==> src/hdl/cpc_pkg.sv <==
/*
 * Shared constants, field layouts, carrier structs and state enums for
 * the charger / power path controller. Assumes a single 25 MHz system
 * clock and comparator inputs supplied by the analog front end.
 */
// What this block does
// rail under 2.5 V for 1 ms enters hiccup
// hiccup: switches off 36 ms, retry 1 ms
// buck charging only when rail exceeds battery
// cycle needs power-good, enable, thermistor window
// below trickle threshold, trickle linear charging
// constant-current switching at selected current
// at cv threshold enter constant-voltage phase
// current below level 32 us, go linear
// above recharge and at termination: stop
// battery droop 100 us starts switching recharge
// die hot reduces charge current
// standby kills thermistor bias, status 011
// threshold crossing pulses; outside window terminates
// battery level sampled every 100 ms
// enable defaults 0; rising edge starts cycle
// host toggles enable after termination, delays
// rail at floor reduces charge current
// input lost runs boost from battery
// boost steps up or bypasses; voltage select
// rail reference follows higher connected load
// overload 1.2 ms: off, flag, 36 ms, soft-start
// five-bit load current limit field
// input window 30 ms sets power-good
// reset returns all registers to defaults
// binary-encoded phase sequencer, synchronized comparators
// interval counters restart when condition drops
package cpc_pkg;

	localparam int unsigned CLK_PERIOD_NS   = 40;
	localparam int unsigned TMR_W           = 24;

	localparam int unsigned SCP_DETECT_NS   = 1_000_000;
	localparam int unsigned HICCUP_OFF_NS   = 36_000_000;
	localparam int unsigned RETRY_NS        = 1_000_000;
	localparam int unsigned PG_DGL_NS       = 30_000_000;
	localparam int unsigned TERM_DGL_NS     = 32_000;
	localparam int unsigned RECH_DGL_NS     = 100_000;
	localparam int unsigned BST_OL_NS       = 1_200_000;
	localparam int unsigned BST_OFF_NS      = 36_000_000;
	localparam int unsigned SOFTSTART_NS    = 200_000;
	localparam int unsigned ADC_PERIOD_NS   = 100_000_000;

	// least times round up, the retry window is a longest time and rounds down
	localparam int unsigned SCP_DETECT_CYC  = (SCP_DETECT_NS + CLK_PERIOD_NS - 1) / CLK_PERIOD_NS;
	localparam int unsigned HICCUP_OFF_CYC  = (HICCUP_OFF_NS + CLK_PERIOD_NS - 1) / CLK_PERIOD_NS;
	localparam int unsigned RETRY_CYC       = RETRY_NS / CLK_PERIOD_NS;
	localparam int unsigned PG_DGL_CYC      = (PG_DGL_NS + CLK_PERIOD_NS - 1) / CLK_PERIOD_NS;
	localparam int unsigned TERM_DGL_CYC    = (TERM_DGL_NS + CLK_PERIOD_NS - 1) / CLK_PERIOD_NS;
	localparam int unsigned RECH_DGL_CYC    = (RECH_DGL_NS + CLK_PERIOD_NS - 1) / CLK_PERIOD_NS;
	localparam int unsigned BST_OL_CYC      = (BST_OL_NS + CLK_PERIOD_NS - 1) / CLK_PERIOD_NS;
	localparam int unsigned BST_OFF_CYC     = (BST_OFF_NS + CLK_PERIOD_NS - 1) / CLK_PERIOD_NS;
	localparam int unsigned SOFTSTART_CYC   = (SOFTSTART_NS + CLK_PERIOD_NS - 1) / CLK_PERIOD_NS;
	localparam int unsigned ADC_PERIOD_CYC  = (ADC_PERIOD_NS + CLK_PERIOD_NS - 1) / CLK_PERIOD_NS;

	localparam int unsigned DATA_W          = 8;
	localparam int unsigned ADDR_W          = 8;

	localparam logic [7:0] REG_CTRL0        = 8'h00;
	localparam logic [7:0] REG_CTRL1        = 8'h01;
	localparam logic [7:0] REG_CTRL2        = 8'h02;
	localparam logic [7:0] REG_CTRL3        = 8'h03;
	localparam logic [7:0] REG_CTRL4        = 8'h04;
	localparam logic [7:0] REG_STAT0        = 8'h05;
	localparam logic [7:0] REG_STAT1        = 8'h06;

	// control 0 bit positions
	localparam int unsigned C0_CHG_EN       = 0;
	localparam int unsigned C0_BST_EN       = 1;
	localparam int unsigned C0_STANDBY      = 2;
	localparam int unsigned C0_FB1          = 3;
	localparam int unsigned C0_FB2          = 4;
	localparam int unsigned C0_TRI_THR      = 5;
	// status 0 bit positions
	localparam int unsigned S0_PG           = 0;
	localparam int unsigned S0_CHG          = 1;
	localparam int unsigned S0_NTC_LO       = 2;
	localparam int unsigned S0_OL           = 5;
	localparam int unsigned S0_HIC          = 6;

	localparam logic [7:0] CTRL0_RST        = 8'h00;
	localparam logic [7:0] CTRL1_RST        = 8'h06;
	localparam logic [7:0] CTRL2_RST        = 8'h00;
	localparam logic [7:0] CTRL3_RST        = 8'h00;
	localparam logic [7:0] CTRL4_RST        = 8'h00;

	localparam logic [2:0] NTC_COLD         = 3'h0;
	localparam logic [2:0] NTC_COOL         = 3'h1;
	localparam logic [2:0] NTC_WARM         = 3'h2;
	localparam logic [2:0] NTC_STANDBY      = 3'h3;
	localparam logic [2:0] NTC_HOT          = 3'h4;

	typedef struct packed {
		logic vin_in_window;
		logic supply_above_por;
		logic rail_low;
		logic rail_above_bat;
		logic bat_below_tri;
		logic bat_at_cv;
		logic bat_above_rech;
		logic bat_below_rech;
		logic ichg_below_term;
		logic die_hot;
		logic rail_at_floor;
		logic boost_overload;
		logic target_above_bat;
		logic ld1_above_ld2;
		logic ntc_above0;
		logic ntc_above10;
		logic ntc_above45;
	} cpc_ana_t;

	typedef enum logic [1:0] {
		REF_BOOST_SET,
		REF_LOAD1,
		REF_LOAD2
	} cpc_ref_t;

	typedef struct packed {
		logic       input_switch_on;
		logic       high_side_on;
		logic       low_side_on;
		logic       charge_linear;
		logic       charge_switching;
		logic       charge_current_reduce;
		logic [1:0] trickle_current_sel;
		logic [4:0] cc_current_sel;
		logic [2:0] cv_voltage_sel;
		logic       trickle_threshold_sel;
		logic [1:0] termination_current_sel;
		logic       thermistor_bias;
		logic       boost_active;
		logic       boost_stepup;
		logic       boost_current_limit;
		logic       boost_softstart;
		logic [2:0] boost_voltage_sel;
		cpc_ref_t   rail_ref_sel;
		logic [1:0] rail_floor_sel;
		logic [1:0] regulator_voltage_sel;
		logic [4:0] switch_current_limit_sel;
		logic       adc_start;
	} cpc_ctl_t;

	typedef enum logic [2:0] {
		CHG_IDLE,
		CHG_TRICKLE,
		CHG_CC,
		CHG_CV_SW,
		CHG_CV_LIN,
		CHG_DONE
	} cpc_chg_t;

	typedef enum logic [1:0] {
		HIC_RUN,
		HIC_OFF,
		HIC_RETRY
	} cpc_hic_t;

	typedef enum logic [1:0] {
		BST_RUN,
		BST_OFF,
		BST_SOFT
	} cpc_bst_t;

endpackage

==> src/hdl/cpc_deglitch.sv <==
/*
 * Continuous-level qualifier: output rises once the condition has held
 * for CYC consecutive clocks and falls with the condition. Assumes a
 * condition already synchronous to sys_clk_i.
 */
`timescale 1ns/1ps
module cpc_deglitch #(
	parameter int unsigned W   = 24,
	parameter int unsigned CYC = 800
) (
	input  wire logic sys_clk_i,
	input  wire logic arst_n_i,
	input  wire logic cond_i,
	output logic      hit_o
);
	logic [W-1:0] cnt_ff;
	logic         hit_ff;

	// restart on drop
	always_ff @(posedge sys_clk_i or negedge arst_n_i) begin
		if (!arst_n_i) begin
			cnt_ff <= '0;
			hit_ff <= 1'b0;
		end else if (!cond_i) begin
			cnt_ff <= '0;
			hit_ff <= 1'b0;
		end else if (cnt_ff == W'(CYC - 1)) begin
			hit_ff <= 1'b1;
		end else begin
			cnt_ff <= cnt_ff + W'(1);
		end
	end

	assign hit_o = hit_ff;
endmodule

==> src/hdl/cpc_top.sv <==
/*
 * Charge sequencer, rail short-circuit hiccup, boost overload hiccup,
 * feedback selection, battery level sampler and register port.
 * Assumes comparator results from the analog front end and a host that
 * performs one-cycle read / write strobes on the register port.
 */
// Chosen here: the register addresses and the strobed register port.
`timescale 1ns/1ps
module cpc_top #(
	parameter int unsigned SCP_DETECT_CYC = cpc_pkg::SCP_DETECT_CYC,
	parameter int unsigned HICCUP_OFF_CYC = cpc_pkg::HICCUP_OFF_CYC,
	parameter int unsigned RETRY_CYC      = cpc_pkg::RETRY_CYC,
	parameter int unsigned PG_DGL_CYC     = cpc_pkg::PG_DGL_CYC,
	parameter int unsigned BST_OL_CYC     = cpc_pkg::BST_OL_CYC,
	parameter int unsigned BST_OFF_CYC    = cpc_pkg::BST_OFF_CYC,
	parameter int unsigned SOFTSTART_CYC  = cpc_pkg::SOFTSTART_CYC,
	parameter int unsigned ADC_PERIOD_CYC = cpc_pkg::ADC_PERIOD_CYC
) (
	input  wire logic                          sys_clk_i,
	input  wire logic                          arst_n_i,
	input  wire logic [cpc_pkg::ADDR_W-1:0]    reg_addr_i,
	input  wire logic [cpc_pkg::DATA_W-1:0]    reg_wdata_i,
	input  wire logic                          reg_wr_i,
	input  wire logic                          reg_rd_i,
	output logic      [cpc_pkg::DATA_W-1:0]    reg_rdata_o,
	input  wire cpc_pkg::cpc_ana_t             ana_i,
	input  wire logic [3:0]                    adc_code_i,
	input  wire logic                          adc_valid_i,
	output cpc_pkg::cpc_ctl_t                  ctl_o,
	output logic                               ntc_irq_o
);
	import cpc_pkg::*;

	localparam int unsigned AW = $bits(cpc_ana_t);

	logic [AW-1:0]    sync1_ff;
	logic [AW-1:0]    sync2_ff;
	cpc_ana_t         an;
	logic [7:0]       ctrl0_ff;
	logic [7:0]       ctrl1_ff;
	logic [7:0]       ctrl2_ff;
	logic [7:0]       ctrl3_ff;
	logic [7:0]       ctrl4_ff;
	logic [7:0]       rdata_ff;
	logic [7:0]       nxt_rdata;
	logic             ol_flag_ff;
	logic [3:0]       level_ff;
	logic             rail_low_hit;
	logic             pg_hit;
	logic             term_hit;
	logic             rech_hit;
	logic             ol_hit;
	logic             temp_ok;
	logic             allowed;
	logic             allowed_d_ff;
	logic             start_cycle;
	logic [2:0]       ntc_status;
	logic [2:0]       ntc_prev_ff;
	logic             ntc_irq_ff;
	cpc_chg_t         chg_ff;
	cpc_chg_t         nxt_chg;
	cpc_hic_t         hic_ff;
	logic [TMR_W-1:0] hic_cnt_ff;
	cpc_bst_t         bst_ff;
	logic [TMR_W-1:0] bst_cnt_ff;
	logic [TMR_W-1:0] adc_cnt_ff;
	logic             adc_start_ff;
	logic             charging;
	logic             hic_off;
	logic             boost_mode;
	logic             standby;
	cpc_ctl_t         ctl_ff;
	cpc_ctl_t         nxt_ctl;

	// two-flop comparator sync
	always_ff @(posedge sys_clk_i or negedge arst_n_i) begin
		if (!arst_n_i) begin
			sync1_ff <= '0;
			sync2_ff <= '0;
		end else begin
			sync1_ff <= ana_i;
			sync2_ff <= sync1_ff;
		end
	end
	assign an = cpc_ana_t'(sync2_ff);

	// power-good deglitch
	cpc_deglitch #(.W(TMR_W), .CYC(PG_DGL_CYC)) u_pg (
		.sys_clk_i (sys_clk_i),
		.arst_n_i  (arst_n_i),
		.cond_i    (an.vin_in_window),
		.hit_o     (pg_hit)
	);
	// rail low for 1 ms
	cpc_deglitch #(.W(TMR_W), .CYC(SCP_DETECT_CYC)) u_scp (
		.sys_clk_i (sys_clk_i),
		.arst_n_i  (arst_n_i),
		.cond_i    (an.rail_low && pg_hit),
		.hit_o     (rail_low_hit)
	);
	// termination-level deglitch
	cpc_deglitch #(.W(TMR_W), .CYC(TERM_DGL_CYC)) u_term (
		.sys_clk_i (sys_clk_i),
		.arst_n_i  (arst_n_i),
		.cond_i    (an.ichg_below_term),
		.hit_o     (term_hit)
	);
	// recharge droop deglitch
	cpc_deglitch #(.W(TMR_W), .CYC(RECH_DGL_CYC)) u_rech (
		.sys_clk_i (sys_clk_i),
		.arst_n_i  (arst_n_i),
		.cond_i    (an.bat_below_rech && an.vin_in_window),
		.hit_o     (rech_hit)
	);
	// overload lasting 1.2 ms
	cpc_deglitch #(.W(TMR_W), .CYC(BST_OL_CYC)) u_ol (
		.sys_clk_i (sys_clk_i),
		.arst_n_i  (arst_n_i),
		.cond_i    (an.boost_overload && bst_ff == BST_RUN && boost_mode),
		.hit_o     (ol_hit)
	);

	// registers to defaults
	always_ff @(posedge sys_clk_i or negedge arst_n_i) begin
		if (!arst_n_i) begin
			ctrl0_ff <= CTRL0_RST;
			ctrl1_ff <= CTRL1_RST;
			ctrl2_ff <= CTRL2_RST;
			ctrl3_ff <= CTRL3_RST;
			ctrl4_ff <= CTRL4_RST;
		end else if (reg_wr_i) begin
			case (reg_addr_i)
				REG_CTRL0: ctrl0_ff <= reg_wdata_i;
				REG_CTRL1: ctrl1_ff <= reg_wdata_i;
				REG_CTRL2: ctrl2_ff <= reg_wdata_i;
				REG_CTRL3: ctrl3_ff <= reg_wdata_i;
				REG_CTRL4: ctrl4_ff <= reg_wdata_i;
				default: ;
			endcase
		end
	end

	assign standby = ctrl0_ff[C0_STANDBY];

	// standby forces 011
	always_comb begin
		if (standby)
			ntc_status = NTC_STANDBY;
		else if (an.ntc_above45)
			ntc_status = NTC_HOT;
		else if (an.ntc_above10)
			ntc_status = NTC_WARM;
		else if (an.ntc_above0)
			ntc_status = NTC_COOL;
		else
			ntc_status = NTC_COLD;
	end

	// no detection in standby, so the window cannot block charging
	assign temp_ok = standby || (an.ntc_above0 && !an.ntc_above45);

	// all three conditions
	assign allowed     = pg_hit && ctrl0_ff[C0_CHG_EN] && temp_ok;
	// enable rise restarts
	assign start_cycle = allowed && !allowed_d_ff;
	assign charging    = chg_ff != CHG_IDLE && chg_ff != CHG_DONE;

	// crossing pulses
	always_ff @(posedge sys_clk_i or negedge arst_n_i) begin
		if (!arst_n_i) begin
			ntc_prev_ff  <= NTC_COLD;
			ntc_irq_ff   <= 1'b0;
			allowed_d_ff <= 1'b0;
		end else begin
			ntc_prev_ff  <= ntc_status;
			ntc_irq_ff   <= charging && !standby && ntc_status != ntc_prev_ff;
			allowed_d_ff <= allowed;
		end
	end

	always_comb begin
		nxt_chg = chg_ff;
		case (chg_ff)
			CHG_IDLE: begin
				// trickle or switching start
				if (start_cycle)
					nxt_chg = an.bat_below_tri ? CHG_TRICKLE : (an.bat_at_cv ? CHG_CV_SW : CHG_CC);
			end
			CHG_TRICKLE: begin
				// leave trickle for cc
				if (!an.bat_below_tri)
					nxt_chg = CHG_CC;
			end
			CHG_CC: begin
				// cv threshold reached
				if (an.bat_at_cv)
					nxt_chg = CHG_CV_SW;
			end
			CHG_CV_SW: begin
				// immediate termination
				if (an.bat_above_rech && an.ichg_below_term)
					nxt_chg = CHG_DONE;
				// switch to linear
				else if (term_hit)
					nxt_chg = CHG_CV_LIN;
			end
			CHG_CV_LIN: begin
				if (an.bat_above_rech && an.ichg_below_term)
					nxt_chg = CHG_DONE;
			end
			CHG_DONE: begin
				// recharge in switching
				if (rech_hit)
					nxt_chg = CHG_CC;
			end
			default: nxt_chg = CHG_IDLE;
		endcase
		// out of window terminates
		if (!allowed)
			nxt_chg = CHG_IDLE;
	end

	// one phase at a time
	always_ff @(posedge sys_clk_i or negedge arst_n_i) begin
		if (!arst_n_i)
			chg_ff <= CHG_IDLE;
		else
			chg_ff <= nxt_chg;
	end

	// off 36 ms, retry 1 ms
	always_ff @(posedge sys_clk_i or negedge arst_n_i) begin
		if (!arst_n_i) begin
			hic_ff     <= HIC_RUN;
			hic_cnt_ff <= '0;
		end else begin
			case (hic_ff)
				HIC_RUN: begin
					hic_cnt_ff <= '0;
					// enter hiccup
					if (rail_low_hit)
						hic_ff <= HIC_OFF;
				end
				HIC_OFF: begin
					if (hic_cnt_ff == TMR_W'(HICCUP_OFF_CYC - 1)) begin
						hic_cnt_ff <= '0;
						hic_ff     <= HIC_RETRY;
					end else begin
						hic_cnt_ff <= hic_cnt_ff + TMR_W'(1);
					end
				end
				HIC_RETRY: begin
					if (!an.rail_low) begin
						hic_ff <= HIC_RUN;
					end else if (hic_cnt_ff == TMR_W'(RETRY_CYC - 1)) begin
						hic_cnt_ff <= '0;
						hic_ff     <= HIC_OFF;
					end else begin
						hic_cnt_ff <= hic_cnt_ff + TMR_W'(1);
					end
				end
				default: hic_ff <= HIC_RUN;
			endcase
		end
	end
	assign hic_off = hic_ff == HIC_OFF;

	// input lost, boost from battery
	assign boost_mode = ctrl0_ff[C0_BST_EN] && !an.vin_in_window;

	// overload shutdown and restart
	always_ff @(posedge sys_clk_i or negedge arst_n_i) begin
		if (!arst_n_i) begin
			bst_ff     <= BST_RUN;
			bst_cnt_ff <= '0;
		end else begin
			case (bst_ff)
				BST_RUN: begin
					bst_cnt_ff <= '0;
					if (ol_hit)
						bst_ff <= BST_OFF;
				end
				BST_OFF: begin
					if (bst_cnt_ff == TMR_W'(BST_OFF_CYC - 1)) begin
						bst_cnt_ff <= '0;
						bst_ff     <= BST_SOFT;
					end else begin
						bst_cnt_ff <= bst_cnt_ff + TMR_W'(1);
					end
				end
				BST_SOFT: begin
					if (bst_cnt_ff == TMR_W'(SOFTSTART_CYC - 1)) begin
						bst_cnt_ff <= '0;
						bst_ff     <= BST_RUN;
					end else begin
						bst_cnt_ff <= bst_cnt_ff + TMR_W'(1);
					end
				end
				default: bst_ff <= BST_RUN;
			endcase
		end
	end

	// 100 ms battery sampling
	always_ff @(posedge sys_clk_i or negedge arst_n_i) begin
		if (!arst_n_i) begin
			adc_cnt_ff   <= '0;
			adc_start_ff <= 1'b0;
			level_ff     <= 4'h0;
		end else begin
			adc_start_ff <= 1'b0;
			if (!an.supply_above_por) begin
				adc_cnt_ff <= '0;
			end else if (adc_cnt_ff == TMR_W'(ADC_PERIOD_CYC - 1)) begin
				adc_cnt_ff   <= '0;
				adc_start_ff <= 1'b1;
			end else begin
				adc_cnt_ff <= adc_cnt_ff + TMR_W'(1);
			end
			if (adc_valid_i)
				level_ff <= adc_code_i;
		end
	end

	// overload flag: set wins over the read that clears it
	always_ff @(posedge sys_clk_i or negedge arst_n_i) begin
		if (!arst_n_i)
			ol_flag_ff <= 1'b0;
		else if (bst_ff == BST_RUN && ol_hit)
			ol_flag_ff <= 1'b1;
		else if (reg_rd_i && reg_addr_i == REG_STAT0)
			ol_flag_ff <= 1'b0;
	end

	always_comb begin
		nxt_ctl = '0;
		// buck only above battery
		nxt_ctl.charge_switching = !hic_off && an.rail_above_bat &&
			(chg_ff == CHG_CC || chg_ff == CHG_CV_SW);
		nxt_ctl.charge_linear = !hic_off && an.rail_above_bat &&
			(chg_ff == CHG_TRICKLE || chg_ff == CHG_CV_LIN);
		// thermal foldback
		// rail floor foldback
		nxt_ctl.charge_current_reduce   = charging && (an.die_hot || an.rail_at_floor);
		nxt_ctl.trickle_current_sel     = ctrl2_ff[4:3];
		nxt_ctl.cc_current_sel          = ctrl1_ff[4:0];
		nxt_ctl.cv_voltage_sel          = ctrl2_ff[2:0];
		nxt_ctl.trickle_threshold_sel   = ctrl0_ff[C0_TRI_THR];
		nxt_ctl.termination_current_sel = ctrl2_ff[6:5];
		nxt_ctl.thermistor_bias         = !standby;
		// all switches off in the hiccup off phase
		nxt_ctl.input_switch_on         = an.vin_in_window && !hic_off;
		nxt_ctl.boost_active            = boost_mode && bst_ff != BST_OFF && !hic_off;
		// step-up versus bypass
		nxt_ctl.boost_stepup            = nxt_ctl.boost_active && an.target_above_bat;
		nxt_ctl.boost_current_limit     = boost_mode && an.boost_overload;
		nxt_ctl.boost_softstart         = boost_mode && bst_ff == BST_SOFT;
		nxt_ctl.boost_voltage_sel       = ctrl3_ff[2:0];
		nxt_ctl.high_side_on            = nxt_ctl.charge_switching || nxt_ctl.boost_active;
		nxt_ctl.low_side_on             = nxt_ctl.charge_switching || nxt_ctl.boost_stepup;
		// higher connected feedback
		case ({ctrl0_ff[C0_FB2], ctrl0_ff[C0_FB1]})
			2'h1:    nxt_ctl.rail_ref_sel = REF_LOAD1;
			2'h2:    nxt_ctl.rail_ref_sel = REF_LOAD2;
			2'h3:    nxt_ctl.rail_ref_sel = an.ld1_above_ld2 ? REF_LOAD1 : REF_LOAD2;
			default: nxt_ctl.rail_ref_sel = REF_BOOST_SET;
		endcase
		nxt_ctl.rail_floor_sel          = ctrl3_ff[4:3];
		nxt_ctl.regulator_voltage_sel   = ctrl3_ff[6:5];
		// load current limit field
		nxt_ctl.switch_current_limit_sel = ctrl4_ff[4:0];
		nxt_ctl.adc_start               = adc_start_ff;
	end

	always_ff @(posedge sys_clk_i or negedge arst_n_i) begin
		if (!arst_n_i)
			ctl_ff <= '0;
		else
			ctl_ff <= nxt_ctl;
	end

	always_comb begin
		nxt_rdata = 8'h00;
		case (reg_addr_i)
			REG_CTRL0: nxt_rdata = ctrl0_ff;
			REG_CTRL1: nxt_rdata = ctrl1_ff;
			REG_CTRL2: nxt_rdata = ctrl2_ff;
			REG_CTRL3: nxt_rdata = ctrl3_ff;
			REG_CTRL4: nxt_rdata = ctrl4_ff;
			REG_STAT0: begin
				nxt_rdata[S0_PG]               = pg_hit;
				// charging flag clears
				nxt_rdata[S0_CHG]              = charging;
				nxt_rdata[S0_NTC_LO +: 3]      = ntc_status;
				nxt_rdata[S0_OL]               = ol_flag_ff;
				nxt_rdata[S0_HIC]              = hic_ff != HIC_RUN;
			end
			REG_STAT1: nxt_rdata = {1'b0, chg_ff, level_ff};
			default:   nxt_rdata = 8'h00;
		endcase
	end

	// read data valid only in the cycle after the strobe
	always_ff @(posedge sys_clk_i or negedge arst_n_i) begin
		if (!arst_n_i)
			rdata_ff <= 8'h00;
		else if (reg_rd_i)
			rdata_ff <= nxt_rdata;
		else
			rdata_ff <= 8'h00;
	end

	assign reg_rdata_o = rdata_ff;
	assign ctl_o       = ctl_ff;
	assign ntc_irq_o   = ntc_irq_ff;
endmodule

==> config.mk <==
export PLATFORM = sky130hd
export DESIGN_NAME = cpc_top
export DESIGN_NICKNAME = d
export VERILOG_FILES = /design/src/hdl/cpc_pkg.sv /design/src/hdl/cpc_deglitch.sv /design/src/hdl/cpc_top.sv
export SDC_FILE = /design/constraint.sdc
export NUM_CORES = 1
export LEC_CHECK = 0
export ABC_CLOCK_PERIOD_IN_PS = 2350
export BUFFER_PORTS_ARGS = -buffer_cell sky130_fd_sc_hd__buf_4
export CORE_ASPECT_RATIO = 1.75
export CORE_MARGIN = 4
export CORE_UTILIZATION = 35
export CTS_CLUSTER_SIZE = 10
export DETAILED_ROUTE_END_ITERATION = 8
export PLACE_DENSITY = 0.57
export SLEW_MARGIN = 20
export SYNTH_ARGS = -nofsm -noshare
export SYNTH_HDL_FRONTEND = slang
export SYNTH_SLANG_ARGS = --single-unit
==> constraint.sdc <==
create_clock -name sys_clk_i -period 2.35 [get_ports sys_clk_i]
set_input_delay 0.1175 -clock sys_clk_i [delete_from_list [all_inputs] [get_ports sys_clk_i]]
set_output_delay 0.1175 -clock sys_clk_i [all_outputs]
set_load 0.02 [all_outputs]
== Word level (Yosys, flattened, before mapping) ==
Cells that the tools add are included.

* Memories: 0
* Output and inout bits: 48
* Memory bits (read-only): 0
* Register bits: 336
* Latch bits: 0
* Bits in writable memories: 0

* Add/sub/neg operators: 8
* Bitwise logic cells: 0
* Shifts and indexed selects: 0
* Equal/unequal tests: 54
* Div/mod/pow operators: 0
* Multiplexer cells: 62
* $lt $le $gt $ge: 0
* Reductions and logical operators: 54
* Multipliers: 0

{| class="wikitable"
|+ Operator list
! cell !! number
|-
| 24-bit 2-to-1 mux || 17
|-
| 24-bit by 1-bit adder with 24-bit output (second input constant) || 8
|-
| 24-bit case mux with 3 select lines || 2
|-
| 24-bit by 15-bit equality test with 1-bit output (second input constant) || 3
|-
| 24-bit by 20-bit equality test with 1-bit output (second input constant) || 3
|-
| 7-bit case mux with 7 select lines || 1
|-
| 3-bit 2-to-1 mux || 10
|-
| 1-bit logical AND || 25
|-
| 24-bit by 10-bit equality test with 1-bit output (second input constant) || 1
|-
| 24-bit by 12-bit equality test with 1-bit output (second input constant) || 1
|-
| 24-bit by 13-bit equality test with 1-bit output (second input constant) || 1
|-
| 24-bit by 22-bit equality test with 1-bit output (second input constant) || 1
|-
| 8-bit by 3-bit equality test with 1-bit output (second input constant) || 3
|-
| 2-bit inequality test (second input constant) || 11
|-
| 2-bit 2-to-1 mux || 10
|-
| 3-bit inequality test (second input constant) || 6
|-
| 2-bit case mux with 3 select lines || 3
|-
| 3-bit case mux with 6 select lines || 1
|-
| 8-bit by 2-bit equality test with 1-bit output (second input constant) || 2
|-
| 1-bit 2-to-1 mux || 16
|-
| 2-bit by 1-bit inequality test with 1-bit output (second input constant) || 6
|-
| 2-bit AND reduction || 6
|-
| 3-bit nonzero test || 3
|-
| 2-bit equality test (second input constant) || 4
|-
| other kinds (18) || 34
|}

== Logic depth before layout (Yosys ltp) ==
* Depth after elaboration: 8
* Mapped depth: 10

== Modules after synthesis ==
A second synthesis with hierarchy kept.

* Cells, all modules: 1446
* Area total of the unflattened synthesis: 15638.7 um^2

{| class="wikitable"
|+ Modules (own cells, without submodules)
! module !! seq. area each (um^2) !! area an instance (um^2) !! cells each !! instances
|-
| cpc_top || 5282.6 || 8973.6 || 766 || 1
|-
| cpc_deglitch (u_scp) || 625.6 || 1356.3 || 139 || 1
|-
| cpc_deglitch (u_rech) || 625.6 || 1350.0 || 147 || 1
|-
| cpc_deglitch (u_term) || 625.6 || 1338.8 || 133 || 1
|-
| cpc_deglitch (u_pg) || 625.6 || 1322.5 || 137 || 1
|-
| cpc_deglitch (u_ol) || 625.6 || 1297.5 || 124 || 1
|}

== Worst setup path after synthesis ==
OpenSTA, ideal clock, no wires.

* Kind: register to register
* From: reg bst_cnt_ff[6]
* To: reg bst_cnt_ff[20]
* Setup time: 129 ps
* Stages on the path, launching flop included: 10
* Slack: 272 ps
* Required time: 2221 ps
* Data arrival time: 1949 ps
* Path through: dfrtp_1 clkbuf_1 nor3_1 nand4_1 o41ai_2 nand2_1 buf_2 buf_2 a22oi_1 o31ai_1

* Longest elaborated chain between the ends: 3

{| class="wikitable"
|+ RTL lines
! item !! line !! text
|-
| start, declared || cpc_top.sv:65 || <nowiki>logic [TMR_W-1:0] bst_cnt_ff;</nowiki>
|-
| start signal, assigned || cpc_top.sv:288 || <nowiki>bst_cnt_ff <= bst_cnt_ff + TMR_W'(1);</nowiki>
|-
| start signal, assigned || cpc_top.sv:296 || <nowiki>bst_cnt_ff <= bst_cnt_ff + TMR_W'(1);</nowiki>
|-
| 24-bit by 1-bit adder with 24-bit output (tied with other cells) || cpc_top.sv:288, cpc_top.sv:296 ||
|-
| 24-bit 2-to-1 mux, on equally long branches || cpc_top.sv:292, cpc_top.sv:284 ||
|-
| 24-bit case mux with 3 select lines (*) || cpc_top.sv:277 || <nowiki>case (bst_ff)</nowiki>
|}

Every way passes the cells marked *; elsewhere a longest branch is shown, timed or not.
A chain may end at the register's enable or synchronous reset.

== Worst setup path after layout ==
* From: reg bst_cnt_ff[5]
* To: reg bst_cnt_ff[11]

Same word-level chain as after synthesis.

==> reports/results.txt <==
die height: 283 µm
port bufs: 89
startpoint types: flop
Final Cycle Share: 0.936
Area after DPL: 0.0167 mm²
clock insertion delay at the later pin of the skew report: 540 ps
Worst Hold Class: in -> async
Least-Margin Pin Slew: 814 ps
cell-by-cell trace of the critical path: nor4_1 > nand4_1 > o41ai_2 > nand2_1 > buf_4 > a21o_1 > a22o_1
diode count: 0
# clock sinks: 336
DR iter-0 viols: 547
max-cap viol count: 0
unrepaired setup endpoints after global routing: no
cell type with the largest total area after synthesis: dfrtp_1
min Tclk post-route: 2200 ps
Synth area leaders: dfrtp_1 (55%), xor2_1 (4.3%), nor2_1 (4.2%)
Worst Path Buf+Inv: 1
I/O pins: 90
syn_area_per_cell: 10.7 µm²
initial antenna violation count: 0
WL per Instance: 16.4 µm
slew margin rel.: 0.456
Area Overhead vs Synth: 19.9%
top-count cell post-synth: dfrtp_1
status: completed
DRT Pass-1 Iters: 5
Post-synth EDFFs: 0
clock root cell: clkbuf_16
CP peak stage delay: 420 ps
PwrDens: 663 mW/mm²
Yosys top cell area share: 0.551
Distinct cells, synth: 64
dpl hpwl: 24,900 µm
Post-Route Skew: 15.7 ps
critical path peak fanout: 21
post-CTS setup buffers: 0
synth warn: 0
Lkg Pwr: 7.97 nW
Post-Syn Area: 0.0152 mm²
Seq/Total Area, Yosys: 0.555
CTS tree: done
gr usage total: 0.153
delay-heaviest family, CP: compound AO/OA/AOI/OAI gates
Inst Count DP: 2,056
final core utilization: 0.426
# H-tree levels: 2
starting density of the core: 0.355
core area: 0.0427 mm²
CTS buffer count: 40
Worst path slowest cell: o41ai_2
synthesis-stage register bit count: 336
Critical Setup Path Class: reg -> reg
Overflow after GRT: 0
post-route cell area: 0.0182 mm²
Final Hold Viols: 0
DIE AREA: 0.0468 mm²
worst endpoint required time: 2770 ps
DR vias/cell: 5.02
GP Congestion: 0.803
setup_tns: 0 ps
Syn Inst Count: 1,417
Max VDD drop: 0.624 mV
vias in the first global route: 11.3k
Setup violations, final: 0
fin nets: 1,633
clock slew at reported path FFs: 60 ps
Fmax achieved: 455 MHz
Via Count: 10.8k
dominant register cell in the synthesized netlist: dfrtp_1
FFs w/ async S/R, synth: 1.00
fin cells: 2,152
Commonest cells post-synth: dfrtp_1 (334), nor2_1 (169), nand2_1 (110)
ratio of cells with drive above 1 in the final layout: 0.151
Die X-Extent: 165 µm
# DRC: 0
row cnt: 100
largest net degree at the start of global routing: 91
clk buf depth: 3
Critical Path End Type: flop
Critical Path AT: 2620 ps
Max Slew Vio Count: 0
net count after synthesis: 1,476
first-pass GRT wire length: 59,000 µm
routed wire length: 35,300 µm
Final ANT Viol Nets: 0
-- area by class of cell --
type	instances	area, µm²
Clock inverter	4	52.6
Tap cell	561	702
Fill cell	4016	24500
Sequential cell	336	8410
Inverter	39	146
Timing Repair Buffer	160	1360
Multi-Input combinational cell	997	6410
Clock buffer	55	1080
-- power breakdown --
part | total (W) | leakage (nW) | internal [W] | switching [W]
logic | 0.000520 | 2.86 | 0.000228 | 0.000292
registers | 0.00598 | 4.57 | 0.00590 | 0.0000743
clock network | 0.00555 | 0.544 | 0.00318 | 0.00236
total | 0.0120 | 7.97 | 0.00931 | 0.00273
-- stage by stage --
stage          setup slack, ps  total power (W)  hold WS (ps)
6_report                   151           0.0120          84.9
5_1_grt                   4.31           0.0125          79.0
4_1_cts                    145           0.0123          45.3
3_5_place_dp               151          0.00656          67.0
3_3_place_gp               163          0.00655          71.2
2_1_floorplan              272          0.00624          -178
-- final timing paths --
check                      depth (start not counted)     startpoint              end  slack, ps
max                                                7  bst_cnt_ff[5]   bst_cnt_ff[11]        150
min                                                2       arst_n_i  u_ol.cnt_ff[18]         80
max reg2reg                                        7  bst_cnt_ff[5]   bst_cnt_ff[11]        150
min reg2reg                                        0    sync1_ff[7]            an[7]        350
max in group asynchronous                          3       arst_n_i      ctrl1_ff[2]       1410
min in group sys_clk_i                             5  reg_addr_i[3]   reg_rdata_o[4]         90
-- sequential cells by signal (all words and copies together), names as in the netlist, 2 cells and up --
name and flops:
adc_cnt_ff 24, an 17, bst_cnt_ff 24, bst_ff 2
chg_ff 3, ctl_o 39, ctrl0_ff 8, ctrl1_ff 8
ctrl2_ff 8, ctrl3_ff 8, ctrl4_ff 8, hic_cnt_ff 24
hic_ff 2, level_ff 4, ntc_prev_ff 3, reg_rdata_o 8
sync1_ff 17, u_ol.cnt_ff 24, u_pg.cnt_ff 24, u_rech.cnt_ff 24
u_scp.cnt_ff 24, u_term.cnt_ff 24
-- cell usage in the layout, fill, tap and decap left out, types with 7 or more instances in the layout --
master and instances:
xor2_1 74, nor2b_1 13, nand2_1 110, or4_1 7, nor4_1 21, mux2i_1 14
o21ai_0 37, and2_1 46, a22o_1 7, nor2_1 169, a31oi_1 10, a21boi_0 13
xnor2_1 69, nor4b_1 8, ha_1 17, or3_1 32, mux2_2 50, clkbuf_1 13
dlygate4sd3_1 37, and4_1 16, clkbuf_16 40, dfrtp_1 334, buf_4 117, inv_1 38
and3_1 30, nand2b_1 14, nand3_1 79, a21oi_1 33, nor3_1 25, nand4_1 43
-- timing repair --
action	4_1_cts	5_1_grt
hold endpoints to repair	364	0
hold buffers	37	0
resized for setup	0	0
setup endpoints to repair	0	4
-- routing by layer --
layer	vias to the layer above	wire length (µm)	track usage
li1	5209	-	-
met1	5345	13900	0.180
met2	184	19100	0.280
met3	64	1380	0.0257
met4	0	898	0.0475
met5	-	0	0
-- kinds of logic (layout without fill, tap and decap cells) --
group	Yosys count	count (layout)	share of synthesized area
flip-flops	336	336	0.555
adder cells (fa/ha/maj)	17	17	0.0140
buffers and inverters	84	258	0.0218
multiplexers	69	69	0.0538
AND/OR/NAND/NOR	637	637	0.217
AO/OA/AOI/OAI	131	131	0.0558
XOR/XNOR	143	143	0.0826
Note: power is estimated with default switching activity, not from simulation.
